==> src/psb_pkg.sv <==
// Package of offsets, field positions, reset values and carrier types for the status and regulator register slice.
package psb_pkg;

  // ==========================================================================
  // Register offsets
  localparam logic [7:0] OFF_DIE_TEMP_STATUS = 8'h04;
  localparam logic [7:0] OFF_SHUTDOWN_CAUSE_FLAGS = 8'h05;
  localparam logic [7:0] OFF_REGULATOR_ONE_CONTROL = 8'h20;
  localparam logic [7:0] OFF_REGULATOR_TWO_CONTROL = 8'h21;
  localparam logic [7:0] OFF_INTERRUPT_MASK = 8'h08;

  // ==========================================================================
  // Field positions
  localparam int BIT_DIE_HOT_STATUS = 0;
  localparam int BIT_CRITICAL_TEMP = 0;
  localparam int BIT_POWER_FAULT = 1;
  localparam int BIT_UNDERVOLTAGE = 2;
  localparam int BIT_COLD_OFF = 3;
  localparam int BIT_PASSIVE_RAMP = 0;
  localparam int BIT_CODE_LSB = 1;
  localparam int BIT_SHUTDOWN_MASK = 3;
  localparam int BIT_DIE_TEMP_MASK = 0;

  // ==========================================================================
  // Reset values and writable bit masks
  localparam logic [7:0] RST_DIE_TEMP_STATUS = 8'h00;
  localparam logic [7:0] RST_SHUTDOWN_CAUSE_FLAGS = 8'h00;
  localparam logic [7:0] RST_INTERRUPT_MASK = 8'h09;
  localparam logic [3:0] CAUSE_WRITABLE = 4'h7;
  localparam logic [7:0] MASK_WRITABLE = 8'h09;

  // ==========================================================================
  // Carriers
  typedef struct packed {
    logic write;
    logic read;
    logic [7:0] addr;
    logic [7:0] wdata;
  } psb_req_t;

  typedef struct packed {
    logic critical_temp;
    logic power_fault;
    logic undervoltage;
  } psb_event_t;

  typedef struct packed {
    logic [6:0] code;
    logic passive_ramp;
    logic lower;
  } psb_reg_ctl_t;

endpackage

==> src/psb_regs.sv <==
// Status, shutdown cause and step-down regulator control registers behind the serial control register port.
// ============================================================================
// Notes on behaviour
// Eight-bit read-only status register, zero after reset, only bit 0 meaningful.
// Status bit 0 follows whether die temperature is above the hot threshold.
// Shutdown cause register resets to zero; bits 7 to 4 reserved, 3 to 0 flags.
// Cause flags set by device, held until host writes one to clear.
// Undervoltage shutdown sets bit 2 and the shutdown summary interrupt.
// Unmasked power fault shutdown sets bit 1 and the summary interrupt.
// Power fault source is recorded outside this slice for the host to read.
// Critical temperature shutdown sets bit 0 and the summary interrupt.
// Cold off flag clears by writing one but is never set, reads zero.
// Regulator one control register is read-write with a factory reset value.
// Regulator one bits 7 to 1 hold its seven-bit voltage code.
// Regulator two control register matches regulator one, own factory reset.
// Regulator two bits 7 to 1 hold its seven-bit voltage code.
// Bit 0 low: a lower code makes the output slew down actively.
// Bit 0 high: a lower code lets the output decay passively.
// Shutdown interrupt mask bit 3, reset one, suppresses the shutdown interrupt.
// Die temperature interrupt mask bit 0, reset one, suppresses that interrupt.
// Writing zero to a flag does nothing; reserved and read-only bits ignore writes.
`timescale 1ns/1ps

module psb_regs #(
  parameter logic [7:0] REG_ONE_RESET = 8'h00,
  parameter logic [7:0] REG_TWO_RESET = 8'h00
) (
  // Clock and reset
  input wire logic clock_in,
  input wire logic rst_in,
  // Register port from the serial control interface
  input wire psb_pkg::psb_req_t req_in,
  output logic [7:0] rdata_out,
  // Asynchronous sensor and shutdown events
  input wire logic die_hot_in,
  input wire logic critical_temp_shutdown_in,
  input wire logic power_fault_shutdown_in,
  input wire logic undervoltage_shutdown_in,
  // To the interrupt and regulator logic
  output logic shutdown_summary_interrupt_out,
  output logic die_temp_interrupt_out,
  output psb_pkg::psb_reg_ctl_t regulator_one_out,
  output psb_pkg::psb_reg_ctl_t regulator_two_out
);

  // ==========================================================================
  // Input synchronisers
  // The shutdown and temperature pins come from circuits that do not share
  // this clock, so each passes two flip-flops before any logic reads it.
  logic [3:0] sync_a;
  logic [3:0] sync_b;
  logic [2:0] event_prev;
  logic [3:0] next_sync_a;
  logic [3:0] next_sync_b;
  logic [2:0] next_event_prev;
  psb_pkg::psb_event_t rise;

  always_comb begin
    next_sync_a = {undervoltage_shutdown_in, power_fault_shutdown_in, critical_temp_shutdown_in, die_hot_in};
    next_sync_b = sync_a;
    next_event_prev = sync_b[3:1];
  end

  always_ff @(posedge clock_in or posedge rst_in) begin
    if (rst_in) begin
      sync_a <= 4'h0;
      sync_b <= 4'h0;
      event_prev <= 3'h0;
    end else begin
      sync_a <= next_sync_a;
      sync_b <= next_sync_b;
      event_prev <= next_event_prev;
    end
  end

  // A shutdown counts once, on the rising edge of its pin, so a pin that
  // stays high does not set a flag again after the host has cleared it.
  always_comb begin
    rise.critical_temp = sync_b[1] & ~event_prev[0];
    rise.power_fault = sync_b[2] & ~event_prev[1];
    rise.undervoltage = sync_b[3] & ~event_prev[2];
  end

  // ==========================================================================
  // Register access helpers
  function automatic logic hit(input psb_pkg::psb_req_t r, input logic [7:0] off);
    hit = r.write && (r.addr == off);
  endfunction

  function automatic logic code_lower(input logic [7:0] old_val, input logic [7:0] new_val);
    code_lower = new_val[7:psb_pkg::BIT_CODE_LSB] < old_val[7:psb_pkg::BIT_CODE_LSB];
  endfunction

  function automatic psb_pkg::psb_reg_ctl_t ctl_word(input logic [7:0] value, input logic lowered);
    ctl_word.code = value[7:psb_pkg::BIT_CODE_LSB];
    ctl_word.passive_ramp = value[psb_pkg::BIT_PASSIVE_RAMP];
    ctl_word.lower = lowered;
  endfunction

  // Regulator control words after reset, taken from the factory values.
  localparam psb_pkg::psb_reg_ctl_t ONE_CTL_RESET = '{
    code: REG_ONE_RESET[7:psb_pkg::BIT_CODE_LSB],
    passive_ramp: REG_ONE_RESET[psb_pkg::BIT_PASSIVE_RAMP],
    lower: 1'b0
  };
  localparam psb_pkg::psb_reg_ctl_t TWO_CTL_RESET = '{
    code: REG_TWO_RESET[7:psb_pkg::BIT_CODE_LSB],
    passive_ramp: REG_TWO_RESET[psb_pkg::BIT_PASSIVE_RAMP],
    lower: 1'b0
  };

  // ==========================================================================
  // Die temperature status
  // The status is not latched; the host always sees the present temperature state.
  logic die_hot_status;
  logic next_die_hot_status;

  always_comb begin
    next_die_hot_status = sync_b[0];
  end

  always_ff @(posedge clock_in or posedge rst_in) begin
    if (rst_in) begin
      die_hot_status <= psb_pkg::RST_DIE_TEMP_STATUS[psb_pkg::BIT_DIE_HOT_STATUS];
    end else begin
      die_hot_status <= next_die_hot_status;
    end
  end

  // ==========================================================================
  // Shutdown cause flags and summary
  logic [3:0] cause;
  logic summary;
  logic [3:0] next_cause;
  logic next_summary;

  always_comb begin
    logic [3:0] set_bits;
    logic [3:0] clr_bits;
    set_bits = 4'h0;
    clr_bits = 4'h0;
    set_bits[psb_pkg::BIT_UNDERVOLTAGE] = rise.undervoltage;
    set_bits[psb_pkg::BIT_POWER_FAULT] = rise.power_fault;
    set_bits[psb_pkg::BIT_CRITICAL_TEMP] = rise.critical_temp;
    // The cold off flag has no source, so it stays zero.
    set_bits[psb_pkg::BIT_COLD_OFF] = 1'b0;
    if (hit(req_in, psb_pkg::OFF_SHUTDOWN_CAUSE_FLAGS)) begin
      clr_bits = req_in.wdata[3:0];
    end
    // A set in the same cycle as a clear wins so no shutdown cause is lost.
    next_cause = (cause & ~clr_bits) | set_bits;
    next_summary = summary | (|set_bits);
    // The summary only drops once the host has cleared every cause.
    if (|clr_bits) begin
      next_summary = |next_cause;
    end
  end

  always_ff @(posedge clock_in or posedge rst_in) begin
    if (rst_in) begin
      cause <= psb_pkg::RST_SHUTDOWN_CAUSE_FLAGS[3:0];
      summary <= 1'b0;
    end else begin
      cause <= next_cause;
      summary <= next_summary;
    end
  end

  // ==========================================================================
  // Regulator one control
  // The lowering flag tells the regulator that this write asks it to move down.
  logic [7:0] reg_one;
  logic one_lower;
  logic [7:0] next_reg_one;
  logic next_one_lower;

  always_comb begin
    next_reg_one = reg_one;
    next_one_lower = one_lower;
    if (hit(req_in, psb_pkg::OFF_REGULATOR_ONE_CONTROL)) begin
      next_reg_one = req_in.wdata;
      next_one_lower = code_lower(reg_one, req_in.wdata);
    end
  end

  always_ff @(posedge clock_in or posedge rst_in) begin
    if (rst_in) begin
      reg_one <= REG_ONE_RESET;
      one_lower <= 1'b0;
    end else begin
      reg_one <= next_reg_one;
      one_lower <= next_one_lower;
    end
  end

  // ==========================================================================
  // Regulator two control
  // Same layout as regulator one, with its own factory value.
  logic [7:0] reg_two;
  logic two_lower;
  logic [7:0] next_reg_two;
  logic next_two_lower;

  always_comb begin
    next_reg_two = reg_two;
    next_two_lower = two_lower;
    if (hit(req_in, psb_pkg::OFF_REGULATOR_TWO_CONTROL)) begin
      next_reg_two = req_in.wdata;
      next_two_lower = code_lower(reg_two, req_in.wdata);
    end
  end

  always_ff @(posedge clock_in or posedge rst_in) begin
    if (rst_in) begin
      reg_two <= REG_TWO_RESET;
      two_lower <= 1'b0;
    end else begin
      reg_two <= next_reg_two;
      two_lower <= next_two_lower;
    end
  end

  // ==========================================================================
  // Interrupt mask
  // Only the two mask bits served by this slice are kept; the rest read zero.
  logic [7:0] irq_mask;
  logic [7:0] next_irq_mask;

  always_comb begin
    next_irq_mask = irq_mask;
    if (hit(req_in, psb_pkg::OFF_INTERRUPT_MASK)) begin
      next_irq_mask = req_in.wdata & psb_pkg::MASK_WRITABLE;
    end
  end

  always_ff @(posedge clock_in or posedge rst_in) begin
    if (rst_in) begin
      irq_mask <= psb_pkg::RST_INTERRUPT_MASK;
    end else begin
      irq_mask <= next_irq_mask;
    end
  end

  // ==========================================================================
  // Read data
  // Read data holds until the next read, so a slow host may fetch it late.
  logic [7:0] next_rdata;

  always_comb begin
    next_rdata = rdata_out;
    if (req_in.read) begin
      case (req_in.addr)
        psb_pkg::OFF_DIE_TEMP_STATUS: next_rdata = {7'h00, die_hot_status};
        psb_pkg::OFF_SHUTDOWN_CAUSE_FLAGS: next_rdata = {4'h0, cause};
        psb_pkg::OFF_REGULATOR_ONE_CONTROL: next_rdata = reg_one;
        psb_pkg::OFF_REGULATOR_TWO_CONTROL: next_rdata = reg_two;
        psb_pkg::OFF_INTERRUPT_MASK: next_rdata = irq_mask;
        default: next_rdata = 8'h00;
      endcase
    end
  end

  always_ff @(posedge clock_in or posedge rst_in) begin
    if (rst_in) begin
      rdata_out <= 8'h00;
    end else begin
      rdata_out <= next_rdata;
    end
  end

  // ==========================================================================
  // Interrupt and regulator outputs
  // Outputs follow the next state, so they change on the same edge as the registers.
  logic next_summary_irq;
  logic next_die_irq;
  psb_pkg::psb_reg_ctl_t next_one_ctl;
  psb_pkg::psb_reg_ctl_t next_two_ctl;

  always_comb begin
    next_summary_irq = next_summary & ~next_irq_mask[psb_pkg::BIT_SHUTDOWN_MASK];
    next_die_irq = next_die_hot_status & ~next_irq_mask[psb_pkg::BIT_DIE_TEMP_MASK];
    next_one_ctl = ctl_word(next_reg_one, next_one_lower);
    next_two_ctl = ctl_word(next_reg_two, next_two_lower);
  end

  always_ff @(posedge clock_in or posedge rst_in) begin
    if (rst_in) begin
      shutdown_summary_interrupt_out <= 1'b0;
      die_temp_interrupt_out <= 1'b0;
      regulator_one_out <= ONE_CTL_RESET;
      regulator_two_out <= TWO_CTL_RESET;
    end else begin
      shutdown_summary_interrupt_out <= next_summary_irq;
      die_temp_interrupt_out <= next_die_irq;
      regulator_one_out <= next_one_ctl;
      regulator_two_out <= next_two_ctl;
    end
  end

  // Fault source capture lives in the power fault block; only the cause flag
  // is held here.

endmodule

==> config.mk <==
export PLATFORM = sky130hd
export DESIGN_NAME = psb_regs
export DESIGN_NICKNAME = d
export VERILOG_FILES = /design/src/psb_pkg.sv /design/src/psb_regs.sv
export SDC_FILE = /design/constraint.sdc
export NUM_CORES = 1
export LEC_CHECK = 0
export ABC_CLOCK_PERIOD_IN_PS = 1390
export BUFFER_PORTS_ARGS = -buffer_cell sky130_fd_sc_hd__buf_4
export CAP_MARGIN = 40
export CORE_MARGIN = 2
export CORE_UTILIZATION = 48
export DETAILED_ROUTE_END_ITERATION = 7
export PLACE_DENSITY = 0.76
export SYNTH_ARGS = -nofsm -noshare
export SYNTH_HDL_FRONTEND = slang
export SYNTH_SLANG_ARGS = --single-unit
==> constraint.sdc <==
create_clock -name clock_in -period 1.39 [get_ports clock_in]
set_clock_uncertainty 0.05 [all_clocks]
set_input_delay 0.2085 -clock clock_in [delete_from_list [all_inputs] [get_ports clock_in]]
set_output_delay 0.2085 -clock clock_in [all_outputs]
set_load 0.1 [all_outputs]
; Yosys cells after proc, flatten, opt, wreduce, memory -nomap -nowiden
; Index checks and enable logic that the tools add are counted.
[totals]
regBits = 63
input_bits = 24
output_inout_bits = 28
[classes]
n_lt_le_gt_ge = 2
eq_ne = 5
muxes = 6
bitwise = 14
reduce_logical = 7
[op_table]
columns = cell, n
row1 = $pmux 8 s5, 1
row2 = $eq 8x3->1 const B, 2
row3 = $eq 8x6->1 const B, 2
row4 = $mux 8, 2
row5 = $lt 7x7->1, 2
row6 = $eq 8x4->1 const B, 1
row7 = $mux 4, 2
row8 = $reduce_or 4->1, 2
row9 = $and 1x1->1, 5
row10 = $not 1->1, 5
row11 = $and 4x4->4, 1
row12 = $logic_and 1x1->1, 4
row13 = $not 4->4, 1
row14 = $or 4x3->4, 1
row15 = $reduce_or 3->1, 1
row16 = $mux 1, 1
row17 = $or 1x1->1, 1

; Logic depth before layout (Yosys ltp)
; Gate-level depths: netlist of the first run.
[depth]
ltp_word = 9
depth_mapped = 6

; Worst setup path before layout of the first run
; Ideal clock, no wire load.
[synth_path]
path_type = register to register
start = reg reg_one[7]
end = reg regulator_one_out[0] (netlist name)
setup_ps = 125
t_arrival_ps = 1905
required_ps = 1215
slack_ps = -690
path_stages_with_launch = 7
synth_period_minus_slack_ps = 2080
path_cell_list = dfrtp_1 inv_1 ha_1 nand2_1 nor3_1 a21oi_1 mux2_2
[synth_via]
elab_chain_cells = 1
[synth_lines]
columns = element, line
row1 = "start, declared", psb_regs.sv:172  ; logic [7:0] reg_one;
row2 = "start signal, assigned", psb_regs.sv:191  ; reg_one <= next_reg_one;
row3 = $lt 7x7->1, psb_regs.sv:91  ; code_lower = new_val[7:psb_pkg::BIT_CODE_LSB] < old_val[7:psb_pkg::BIT_CODE_LSB];
row4 = "end signal, assigned", psb_regs.sv:295  ; regulator_one_out <= next_one_ctl;
row5 = "end, declared", psb_regs.sv:42  ; output psb_pkg::psb_reg_ctl_t regulator_one_out,
; No other way between the ends.
; A chain may end at the register's enable or synchronous reset.

; Worst setup path after layout of the first run
[layout_path]
start = in req_in[14] (netlist name)
end = reg die_temp_interrupt_out
[layout_via]
elab_chain_cells = 5
[layout_lines]
columns = element, line
row1 = "start, declared", psb_regs.sv:32  ; input wire psb_pkg::psb_req_t req_in,
row2 = $eq 8x4->1, psb_regs.sv:87  ; hit = r.write && (r.addr == off);
row3 = $logic_and 1x1->1, psb_regs.sv:87
row4 = $mux 4, psb_regs.sv:231  ; if (hit(req_in, psb_pkg::OFF_INTERRUPT_MASK)) begin
row5 = named net next_irq_mask[0], psb_regs.sv:227  ; logic [7:0] next_irq_mask;
row6 = $not 1->1, psb_regs.sv:281  ; next_die_irq = next_die_hot_status & ~next_irq_mask[psb_pkg::BIT_DIE_TEMP_MASK];
row7 = $and 1x1->1, psb_regs.sv:281
row8 = named net next_die_irq, psb_regs.sv:275  ; logic next_die_irq;
row9 = "end signal, assigned", psb_regs.sv:294  ; die_temp_interrupt_out <= next_die_irq;
row10 = "end, declared", psb_regs.sv:41  ; output logic die_temp_interrupt_out,
; The timed path passes the listed nets, and every way through them passes these cells.

==> PnR_summary.wiki, run 1 <==
{| class="wikitable"
! Metric !! Value
|-
| Run status || finished, violations left
|-
| Violated checks || setup timing
|-
| Global-route track usage on met2 || 35.6%
|-
| Fillcell total || 326
|-
| Insertion delay to the later sink of the worst-skew pair || 300 ps
|-
| Total via count after detailed routing || 1913
|-
| Gr busiest metal || met2
|-
| Overall global routing resource usage || 21.6%
|-
| Overall die width || 73.3 um
|-
| Share of final-layout standard cells stronger than drive strength 1 || 53.3%
|-
| Std-Cell Core Area || 0.00466 mm^2
|-
| RSZ-0062 raised after global routing || true
|-
| Routed Wire Length || 5750 um
|-
| Post-synthesis cell count || 215
|-
| Worst path required time || 1580 ps
|-
| Total setup violations reported at the end of the flow || 15
|-
| Global route total overflow || 0
|-
| Minimum hold slack || 123 ps
|-
| Signal arrival time at the worst endpoint || 1810 ps
|-
| Avg Inst Size Synth || 10.7 um^2
|-
| Most common cell after layout, fill and taps aside || buf_4
|-
| PnR worst setup slack || -225 ps
|-
| Drc violations || 0
|-
| Vias/cell || 5.34
|-
| Inserted Diodes || 0
|-
| Number of synthesized flops with an enable pin || 0
|-
| Pin count of the biggest net entering global routing || 21
|-
| Antenna violations before repair || 0
|-
| Vias in the first global route || 1854
|-
| Total count of max-transition violations in the final report || 0
|-
| Total Die Area || 0.00537 mm^2
|-
| Violation count after the first detailed-routing iteration || 105
|-
| TNS Setup || -1890 ps
|-
| Leakage power total || 0.00153 uW
|-
| Commonest cells after routing, fill and taps aside || buf_4, dfrtp_1, inv_1, mux2_2, nand2_1
|-
| Cell variety after synth || 43
|-
| Non-Filler Instances || 358
|-
| Startpoint class of the critical path || primary input
|-
| Drt pass-1 iters || 4
|-
| Worst slew margin || 71.9%
|-
| TritonCTS Buffers || 5
|-
| Port Buffers || 51
|-
| Share of the yosys chip area belonging to registers || 51.1%
|-
| Classification of the worst setup path || in -> reg
|-
| Type of the most critical hold path || in -> reg
|-
| TritonCTS clock tree || built
|-
| DP Cell Count || 339
|-
| Area overhead of the layout relative to synthesis || 47.2%
|-
| Combined area of all synthesized cells || 0.00230 mm^2
|-
| Met1 Usage GRT || 28.7%
|-
| Vertical die dimension || 73.3 um
|-
| # nets final || 339
|-
| Synthesis warning total || 0
|-
| Crit share post-route || 116%
|-
| TritonCTS sink count || 47
|-
| Critical path capture point type || register
|-
| Row Count || 25
|-
| Pwr/cell area || 950 mW/mm^2
|-
| Number of hold-slack violations in the final timing report || 0
|-
| Dpl hpwl || 3910 um
|-
| CTS Root Cell || clkbuf_8
|-
| Gp weighted congestion || 0.782
|-
| Net count after synthesis || 251
|-
| Max rail drop VDD || 796 uV
|-
| Asr flop ratio synth || 100%
|-
| Average wire per cell in the routed design || 16.1 um
|-
| Achievable clock frequency || 0.619 GHz
|-
| Grt met3 use || 4.80%
|-
| Area taken by flip-flops and latches || 0.00121 mm^2
|-
| Worst-Margin Slew || 421 ps
|-
| Shortest clock period the worst path allows after layout || 1610 ps
|-
| Htree depth || 2
|-
| Starting density of the core || 49.4%
|-
| Buffer levels on the longest clock path || 2
|-
| Clock transition at path regs || 90 ps
|-
| Total of flip-flops plus latches after synthesis || 47
|-
| Routed Antenna Nets || 0
|-
| Number of I/O pins || 52
|-
| Max Cap Violations || 0
|-
| Combined area of the multi-input logic cells || 0.00116 mm^2
|-
| Global-route wire length before repair || 8780 um
|-
| Main synth FF type || dfrtp_1
|-
| Biggest fanout along the worst timing path || 2
|}
-- per-layer routing --
layer  up-vias  wire (um)  part of all wire, %
met5         -          0                    0
met4         0         76                  1.3
met3         8        269                  4.7
met2        55       2840                   49
met1       923       2560                   45
li1        927          -                    -
-- synthesized netlist by cell type, types with 2 or more instances --
master    count  area (um^2)
nand3_1       8         40.0
nand4_1       2         12.5
nor2_1        9         33.8
o21ai_0      12         60.1
inv_1        23         86.3
a22oi_1       3         22.5
buf_4         2         15.0
dfstp_2       2         52.6
nand2_1      14         52.6
a21oi_1       9         45.0
a21o_1        2         15.0
clkbuf_1      8         30.0
nor4_1        2         12.5
ha_1         12          150
or4_4         2         22.5
nand3b_1      3         22.5
nor3_1        4         20.0
nor2b_1       3         18.8
nand2b_1      6         37.5
o22ai_1       2         12.5
nor3b_1       2         15.0
mux2_2       19          214
a31oi_1       2         12.5
dfrtp_1      45         1130
-- path summary, 6_finish.rpt --
kind                                     startpoint                                to  slack, ps  cells after the start
setup / recovery                         req_in[14]  die_temp_interrupt_out$_DFF_PP0_       -220                      6
hold / removal                            req_in[4]  regulator_one_out[5]$_DFFE_PP0P_        120                      2
setup reg to reg             reg_one[7]$_DFFE_PP0P_  regulator_one_out[0]$_DFFE_PP0P_        -90                      6
hold reg to reg            next_sync_b[1]$_DFF_PP0_               sync_b[1]$_DFF_PP0_        300                      0
max in group asynchronous                    rst_in  regulator_two_out[3]$_DFFE_PP0P_        350                      4
min in group asynchronous                    rst_in  regulator_one_out[0]$_DFFE_PP0P_        420                      3
-- layout make-up --
type,instances,area share (%)
well taps,54,1.99
inverters,23,2.55
repair buffers,92,22.4
flip-flops and latches,47,35.7
clock inverters,3,1.29
clock buffers,5,2.03
multi-input cells,134,34.1
-- through the flow --
step	instance area [um^2]	util, %	total power (uW)	setup slack [ps]
finish	3390	72.8	3220	-225
detailed placement	3030	65.0	2160	-608
global placement	3030	65.0	2150	-597
CTS	3310	70.9	3200	-202
floorplan	2400	-	1930	-561
global route	3390	72.8	3350	-269
-- power by group --
| part | switching (uW) | internal [uW] |
|---|---|---|
| Sequential | 33.4 | 1430 |
| Clock | 482 | 536 |
| Combinational | 474 | 268 |
-- critical path, cell delays in order --
cell	delay, ps
buf_6	90
or4_4	530
or4_4	440
buf_4	150
mux2_4	290
nor2_1	80
-- kinds of logic (layout without fill, tap and decap cells) --
kind of cell | Yosys count | after routing | share of synthesized area, %
muxes | 20 | 20 | 9.93
DFF | 47 | 47 | 51.1
buffers and inverters | 34 | 123 | 6.19
and+or+nand+nor | 62 | 62 | 15.0
adders and majority gates | 12 | 12 | 6.51
AOI/OAI and AO/OA | 40 | 40 | 11.2
-- what timing repair did --
item                       in CTS  in global routing
resized for setup              16                 21
cloned                          1                  1
buffers inserted                3                  2
pin swaps                      10                  5
setup endpoints to repair      19                 30
hold buffers                    5                  0
hold endpoints to repair       18                  0
-- state kept, by name, indices dropped and copies added (netlist names), 2 cells and up --
signal and count:
rdata_out 8, regulator_one_out 7, regulator_two_out 7, cause 4, next_sync_b 4, sync_b 4
event_prev 3, irq_mask 2, reg_one 2, reg_two 2
(Power assumes the default switching activity.)
==> inputs of run 2 (changes only) <==
- SETUP_SLACK_MARGIN: default -> 0.5
==> run 2 against run 1 <==
  * The flow still finishes with violations (setup timing)
  * Setup slack got worse by 1.1 ps
  * Non-clock buffer count increased by 8
  * Cell count rose by 2.2%
  * Clock-buffer cell count increased by 1
  * Wire length is 24% higher
  * Combinational power rose by 24%
==> PnR_summary.wiki, run 2 (synthesis gave the netlist of run 1 again) <==
{| class="wikitable"
! Metric !! Value
|-
| Run status || finished, violations left
|-
| Cell-by-cell listing of the critical path || buf_6 > or4_4 > or4_4 > mux2_4 > a221oi_2
|-
| Starting density of the core || 49.4% (unchanged)
|-
| Most common cell after layout, fill and taps aside || buf_4
|-
| Most frequent CP cell || or4_4
|-
| Hold EP || regulator_two_out[6]$_DFFE_PP0P_
|-
| Worst path required time || 1560 ps (-20 ps)
|-
| Worst R2R Start || regulator_one_out[7]$_DFFE_PP0P_
|-
| Routed Wire Length || 7120 um (+24%)
|-
| Inserted Diodes || 0 (unchanged)
|-
| Vias/cell || 5.77 (+7.9%)
|-
| Number of I/O pins || 52 (unchanged)
|-
| Shortest clock period the worst path allows after layout || 1620 ps (+1.10 ps)
|-
| PnR worst setup slack || -226 ps (-1.10 ps)
|-
| Gp weighted congestion || 0.749 (-4.3%)
|-
| Htree depth || 2 (unchanged)
|-
| Leakage power total || 0.00169 uW (+10%)
|-
| Drc violations || 0 (unchanged)
|-
| Biggest fanout along the worst timing path || 2 (unchanged)
|-
| Pin count of the biggest net entering global routing || 33 (+57%)
|-
| CP delay by family, top || simple AND/OR/NAND/NOR gates
|-
| Total setup violations reported at the end of the flow || 21 (+6)
|-
| Buffer levels on the longest clock path || 2 (unchanged)
|-
| Port Buffers || 51 (unchanged)
|-
| Post-route total power || 3460 uW (+7.4%)
|-
| TritonCTS clock tree || built
|-
| Row Count || 25 (unchanged)
|-
| Drt pass-1 iters || 4 (unchanged)
|-
| Type of the most critical hold path || in -> reg
|-
| Average wire per cell in the routed design || 19.4 um (+21%)
|-
| Total Die Area || 0.00537 mm^2 (unchanged)
|-
| Number of hold-slack violations in the final timing report || 0 (unchanged)
|-
| Share of final-layout standard cells stronger than drive strength 1 || 62.8% (+9.5 points)
|-
| Overall global routing resource usage || 24.8% (+3.2 points)
|-
| Overall die width || 73.3 um (unchanged)
|-
| Worst slew margin || 76.3% (+4.4 points)
|-
| Commonest cells after routing, fill and taps aside || buf_4, buf_12, dfrtp_4, buf_6, dfrtp_1
|-
| Delay of the slowest cell on the worst path || 530 ps (about the same)
|-
| Crit share post-route || 116% (about the same)
|-
| Achievable clock frequency || 0.619 GHz (about the same)
|-
| Flip-flop count of the largest register, all copies and words added || 8 (unchanged)
|-
| Capture point of the worst reg-to-reg path || regulator_one_out[0]$_DFFE_PP0P_
|-
| Reg-to-reg slack, setup || -140 ps (-50 ps)
|-
| Regs by FF count || rdata_out x8, regulator_one_out x7, regulator_two_out x7
|-
| Violated checks || setup timing
|-
| Dpl hpwl || 3960 um (+1.5%)
|-
| Max Cap Violations || 0 (unchanged)
|-
| Total count of max-transition violations in the final report || 0 (unchanged)
|-
| RSZ-0062 raised after global routing || true
|-
| Insertion delay to the later sink of the worst-skew pair || 300 ps (about the same)
|-
| Hold path cells || 2 (unchanged)
|-
| Global route total overflow || 0 (unchanged)
|-
| # nets final || 347 (+2.4%)
|-
| Total via count after detailed routing || 2111 (+10%)
|-
| Area overhead of the layout relative to synthesis || 74.2%
|-
| Clock transition at path regs || 90 ps (about the same)
|-
| Max rail drop VDD || 866 uV (+8.8%)
|-
| Worst-Margin Slew || 353 ps (-67.8 ps)
|-
| Vias in the first global route || 1988 (+7.2%)
|-
| Origin of the worst min-delay path || req_in[5]
|-
| Std-Cell Core Area || 0.00466 mm^2 (unchanged)
|-
| Classification of the worst setup path || in -> reg
|-
| Routed Antenna Nets || 0 (unchanged)
|-
| Startpoint class of the critical path || primary input
|-
| Worst slack at placement || -612 ps (-4.47 ps)
|-
| Fraction of the core area covered by cells at the end of the flow || 86.1% (+13 points)
|-
| Largest register by flop count || rdata_out
|-
| Vertical die dimension || 73.3 um (unchanged)
|-
| Antenna violations before repair || 0 (unchanged)
|-
| Pwr/cell area || 863 mW/mm^2 (-9.2%)
|-
| TritonCTS sink count || 47 (unchanged)
|-
| Signal arrival time at the worst endpoint || 1780 ps (-30 ps)
|-
| Critical path capture point type || register
|-
| CTS Root Cell || clkbuf_8
|-
| TritonCTS Buffers || 5 (unchanged)
|-
| Violation count after the first detailed-routing iteration || 140 (+33%)
|-
| Number of buffers and inverters on the critical path || 1 (-1)
|-
| Slowest CP cell || or4_4
|-
| Worst r2r path cells || 6 (unchanged)
|-
| Global-route wire length before repair || 9960 um (+14%)
|}
==> run 2: changes by cell type in the layout (fill, tap and decap cells not counted), moves of 8 or more <==
cell,change
buf_4,-32
buf_12,+27
dfrtp_1,-11
dfrtp_4,+19
buf_6,+13
dfrtp_2,-8
==> run 2: timing repair <==
item	in CTS	in global routing
endpoints found under the hold margin	49	0
hold buffers	5	0
gates cloned	1	0
endpoints found under the setup margin	63	63
pin swaps	14	10
setup buffers	4	8
gates resized for setup	121	32
==> run 2: power by group <==
part,internal (uW),switching (uW)
Combinational,401,522
Clock,582,461
Sequential,1440,54.2
Total,2430,1040
==> run 2: final cells by class <==
| type | instances | area, um^2 |
|---|---|---|
| tap | 54 | 67.6 |
| timing repair buffer | 100 | 1200 |
| sequential | 47 | 1270 |
| fill | 207 | 647 |
| inverter | 23 | 92.6 |
| multi-input combinational | 134 | 1260 |
| clock inverter | 2 | 35.0 |
| clock buffer | 6 | 82.6 |
==> run 2: through the flow <==
| stage | setup TNS (ps) | area [um^2] | cells | hold slack [ps] |
|---|---|---|---|---|
| global route | -3170 | 4010 | 366 | 134 |
| CTS | -1720 | 3820 | 358 | 125 |
| detailed placement | -12140 | 3110 | 340 | 218 |
| floorplan | -8140 | 2500 | 215 | 181 |
| finish | -2220 | 4010 | 366 | 130 |
| global placement | -11620 | 3110 | 340 | 214 |
==> run 2: worst max-delay path by stage <==
| stage | cells after the start | to | startpoint |
|---|---|---|---|
| 5_1_grt | 5 | shutdown_summary_interrupt_out$_DFF_PP0_ | req_in[14] |
| 6_report | 5 | shutdown_summary_interrupt_out$_DFF_PP0_ | req_in[14] |
| 3_3_place_gp | 5 | shutdown_summary_interrupt_out$_DFF_PP0_ | req_in[9] |
| 4_1_cts | 5 | shutdown_summary_interrupt_out$_DFF_PP0_ | req_in[14] |
| 2_1_floorplan | 5 | shutdown_summary_interrupt_out$_DFF_PP0_ | req_in[9] |
| 3_5_place_dp | 5 | shutdown_summary_interrupt_out$_DFF_PP0_ | req_in[9] |
==> run 2: per-layer routing <==
layer,global-route usage [%],vias to the layer above,share of wire (%)
li1,-,936,-
met1,31.5,1060,40
met2,41.9,91,52
met3,5.35,24,5.1
met4,8.89,0,3.2
met5,0,-,0
==> inputs of run 3 (changes only) <==
- BUFFER_PORTS_ARGS: -buffer_cell sky130_fd_sc_hd__buf_4 -> default
- CORE_UTILIZATION: 48 -> 50
- DONT_BUFFER_PORTS: default -> 1
- HOLD_SLACK_MARGIN: default -> 0.05
- PLACE_DENSITY: 0.76 -> 0.69
==> run 3 against run 2 <==
  * The flow finishes with violations (hold timing, setup timing)
  * Fmax up 1.9%
  * Via count decreased by 12%
  * Cell count decreased by 14%
  * Sequential share of layout area rose by 4.5 points
  * Wire length shrank 9.8%
  * Clock power decreased by 17%
  * Register-to-register slack got worse by 60 ps
  * Largest power group unchanged
==> PnR_summary.wiki, run 3 (synthesis gave the netlist of run 1 again) <==
{| class="wikitable"
! Metric !! Value
|-
| Dpl hpwl || 3670 um (-7.5%)
|-
| Regs by FF count || rdata_out x8, regulator_one_out x7, regulator_two_out x7
|-
| TritonCTS sink count || 47 (unchanged)
|-
| Worst slew margin || 71.4% (-4.9 points)
|-
| Flip-flop count of the largest register, all copies and words added || 8 (unchanged)
|-
| Max rail drop VDD || 787 uV (-9.1%)
|-
| Area overhead of the layout relative to synthesis || 52.6%
|-
| TritonCTS Buffers || 5 (unchanged)
|-
| Total setup violations reported at the end of the flow || 14 (-33%)
|-
| Vertical die dimension || 71.9 um (-1.9%)
|-
| Average wire per cell in the routed design || 20.4 um (+5.2%)
|-
| Buffer levels on the longest clock path || 2 (unchanged)
|-
| Pwr/cell area || 878 mW/mm^2 (+1.7%)
|-
| Drt pass-1 iters || 5 (+1)
|-
| Startpoint class of the critical path || register
|-
| Delay of the slowest cell on the worst path || 420 ps (-110 ps)
|-
| Routed Antenna Nets || 0 (unchanged)
|-
| DP Cell Count || 284 (-16%)
|-
| Global route total overflow || 0 (unchanged)
|-
| Pin count of the biggest net entering global routing || 24 (-27%)
|-
| RSZ-0062 raised after global routing || true
|-
| Minimum hold slack || -325 ps (-455 ps)
|-
| Largest register by flop count || rdata_out
|-
| Number of buffers and inverters on the critical path || 1 (unchanged)
|-
| Cell area after layout || 0.00352 mm^2 (-12%)
|-
| Max Cap Violations || 0 (unchanged)
|-
| Worst slack at placement || -498 ps (+115 ps)
|-
| Most common cell after layout, fill and taps aside || dfrtp_4
|-
| Achievable clock frequency || 0.630 GHz (+1.9%)
|-
| CP delay by family, top || flip-flops
|-
| Slowest CP cell || dfrtp_4
|-
| Biggest fanout along the worst timing path || 2 (unchanged)
|-
| Antenna violations before repair || 0 (unchanged)
|-
| Htree depth || 2 (unchanged)
|-
| Worst path required time || 1530 ps (-30 ps)
|-
| Total via count after detailed routing || 1868 (-12%)
|-
| Insertion delay to the later sink of the worst-skew pair || 300 ps (about the same)
|-
| Drc violations || 0 (unchanged)
|-
| Violation count after the first detailed-routing iteration || 110 (-21%)
|-
| Std-Cell Core Area || 0.00438 mm^2 (-5.9%)
|-
| Gp weighted congestion || 0.791 (+5.6%)
|-
| TritonCTS clock tree || built
|-
| Run status || finished, violations left
|-
| Cell-by-cell listing of the critical path || inv_1 > ha_1 > nand2_2 > nor3_2 > a21oi_2 > mux2_4
|-
| Inserted Diodes || 0 (unchanged)
|-
| Share of final-layout standard cells stronger than drive strength 1 || 54.2% (-8.6 points)
|-
| Critical path capture point type || register
|-
| PnR worst setup slack || -196 ps (+29.8 ps)
|-
| Worst-Margin Slew || 425 ps (+71.7 ps)
|-
| Clock transition at path regs || 90 ps (about the same)
|-
| Leakage power total || 0.00138 uW (-18%)
|-
| Shortest clock period the worst path allows after layout || 1590 ps (-29.8 ps)
|-
| # nets final || 297 (-14%)
|-
| Number of hold-slack violations in the final timing report || 54 (+54)
|-
| Vias in the first global route || 1947 (-2.1%)
|-
| Routed Wire Length || 6420 um (-9.8%)
|-
| Commonest cells after routing, fill and taps aside || dfrtp_4, dfrtp_1, buf_12, mux2_4, inv_1
|-
| Non-Filler Instances || 314 (-14%)
|-
| Violated checks || hold timing, setup timing
|-
| Vias/cell || 5.95 (+3.1%)
|-
| Starting density of the core || 52.6% (+3.1 points)
|-
| Signal arrival time at the worst endpoint || 1730 ps (-50 ps)
|-
| Overall die width || 71.9 um (-1.9%)
|-
| Row Count || 24 (-4.0%)
|-
| Type of the most critical hold path || in -> async
|-
| Overall global routing resource usage || 24.8% (-0.064 points)
|-
| Classification of the worst setup path || reg -> reg
|-
| Post-Place Cell Area || 0.00272 mm^2 (-13%)
|-
| Global-route wire length before repair || 9640 um (-3.3%)
|-
| Total count of max-transition violations in the final report || 0 (unchanged)
|-
| Crit share post-route || 114% (-2.1 points)
|-
| Number of I/O pins || 52 (unchanged)
|-
| Total Die Area || 0.00517 mm^2 (-3.8%)
|-
| Fraction of the core area covered by cells at the end of the flow || 80.2% (-5.9 points)
|-
| Post-route total power || 3090 uW (-11%)
|-
| CTS Root Cell || clkbuf_8
|-
| Port Buffers || 0 (-100%)
|}
[run 3: power by group]
group | switching, uW | internal (uW)
registers | 106 | 1440
logic | 384 | 293
clock network | 459 | 402
total | 949 | 2140
[run 3: stage by stage]
step / TNS [ps] / hold slack (ps)
CTS: -1520 / -318
floorplan: -8140 / 181
detailed placement: -6500 / 9.83
finish: -1930 / -325
global placement: -6180 / 5.79
global route: -2470 / -308
[run 3: final cells by class]
| type | count | area (um^2) |
|---|---|---|
| multi-input combinational | 134 | 1310 |
| sequential | 47 | 1270 |
| fill | 242 | 867 |
| timing repair buffer | 50 | 688 |
| inverter | 23 | 92.6 |
| clock buffer | 7 | 86.3 |
| tap | 52 | 65.1 |
| clock inverter | 1 | 5.00 |
[run 3: repair_timing]
action	4_1_cts	5_1_grt
resized for setup	99	25
buffers inserted	6	3
hold endpoints to repair	80	51
hold buffers	11	2
setup endpoints to repair	63	63
pin swaps	12	8
[run 3: worst paths after layout]
check | startpoint | endpoint | slack, ps | cells past startpoint
min in group clock_in | req_in[16] | rdata_out[5]$_DFFE_PP0P_ | -70 | 1
max in group asynchronous | rst_in | irq_mask[0]$_DFF_PP1_ | 1090 | 2
min | rst_in | shutdown_summary_interrupt_out$_DFF_PP0_ | -320 | 1
max reg2reg | regulator_one_out[7]$_DFFE_PP0P_ | regulator_one_out[0]$_DFFE_PP0P_ | -200 | 6
max | regulator_one_out[7]$_DFFE_PP0P_ | regulator_one_out[0]$_DFFE_PP0P_ | -200 | 6
min reg2reg | next_sync_b[3]$_DFF_PP0_ | sync_b[3]$_DFF_PP0_ | 310 | 0
[run 3: per-layer routing]
layer | global-route usage [%] | vias to the layer above | part of all wire, %
met3 | 6.39 | 8 | 6.0
met2 | 40.9 | 80 | 50
li1 | - | 839 | -
met5 | 0 | - | 0
met4 | 7.97 | 0 | 1.3
met1 | 32.1 | 941 | 42
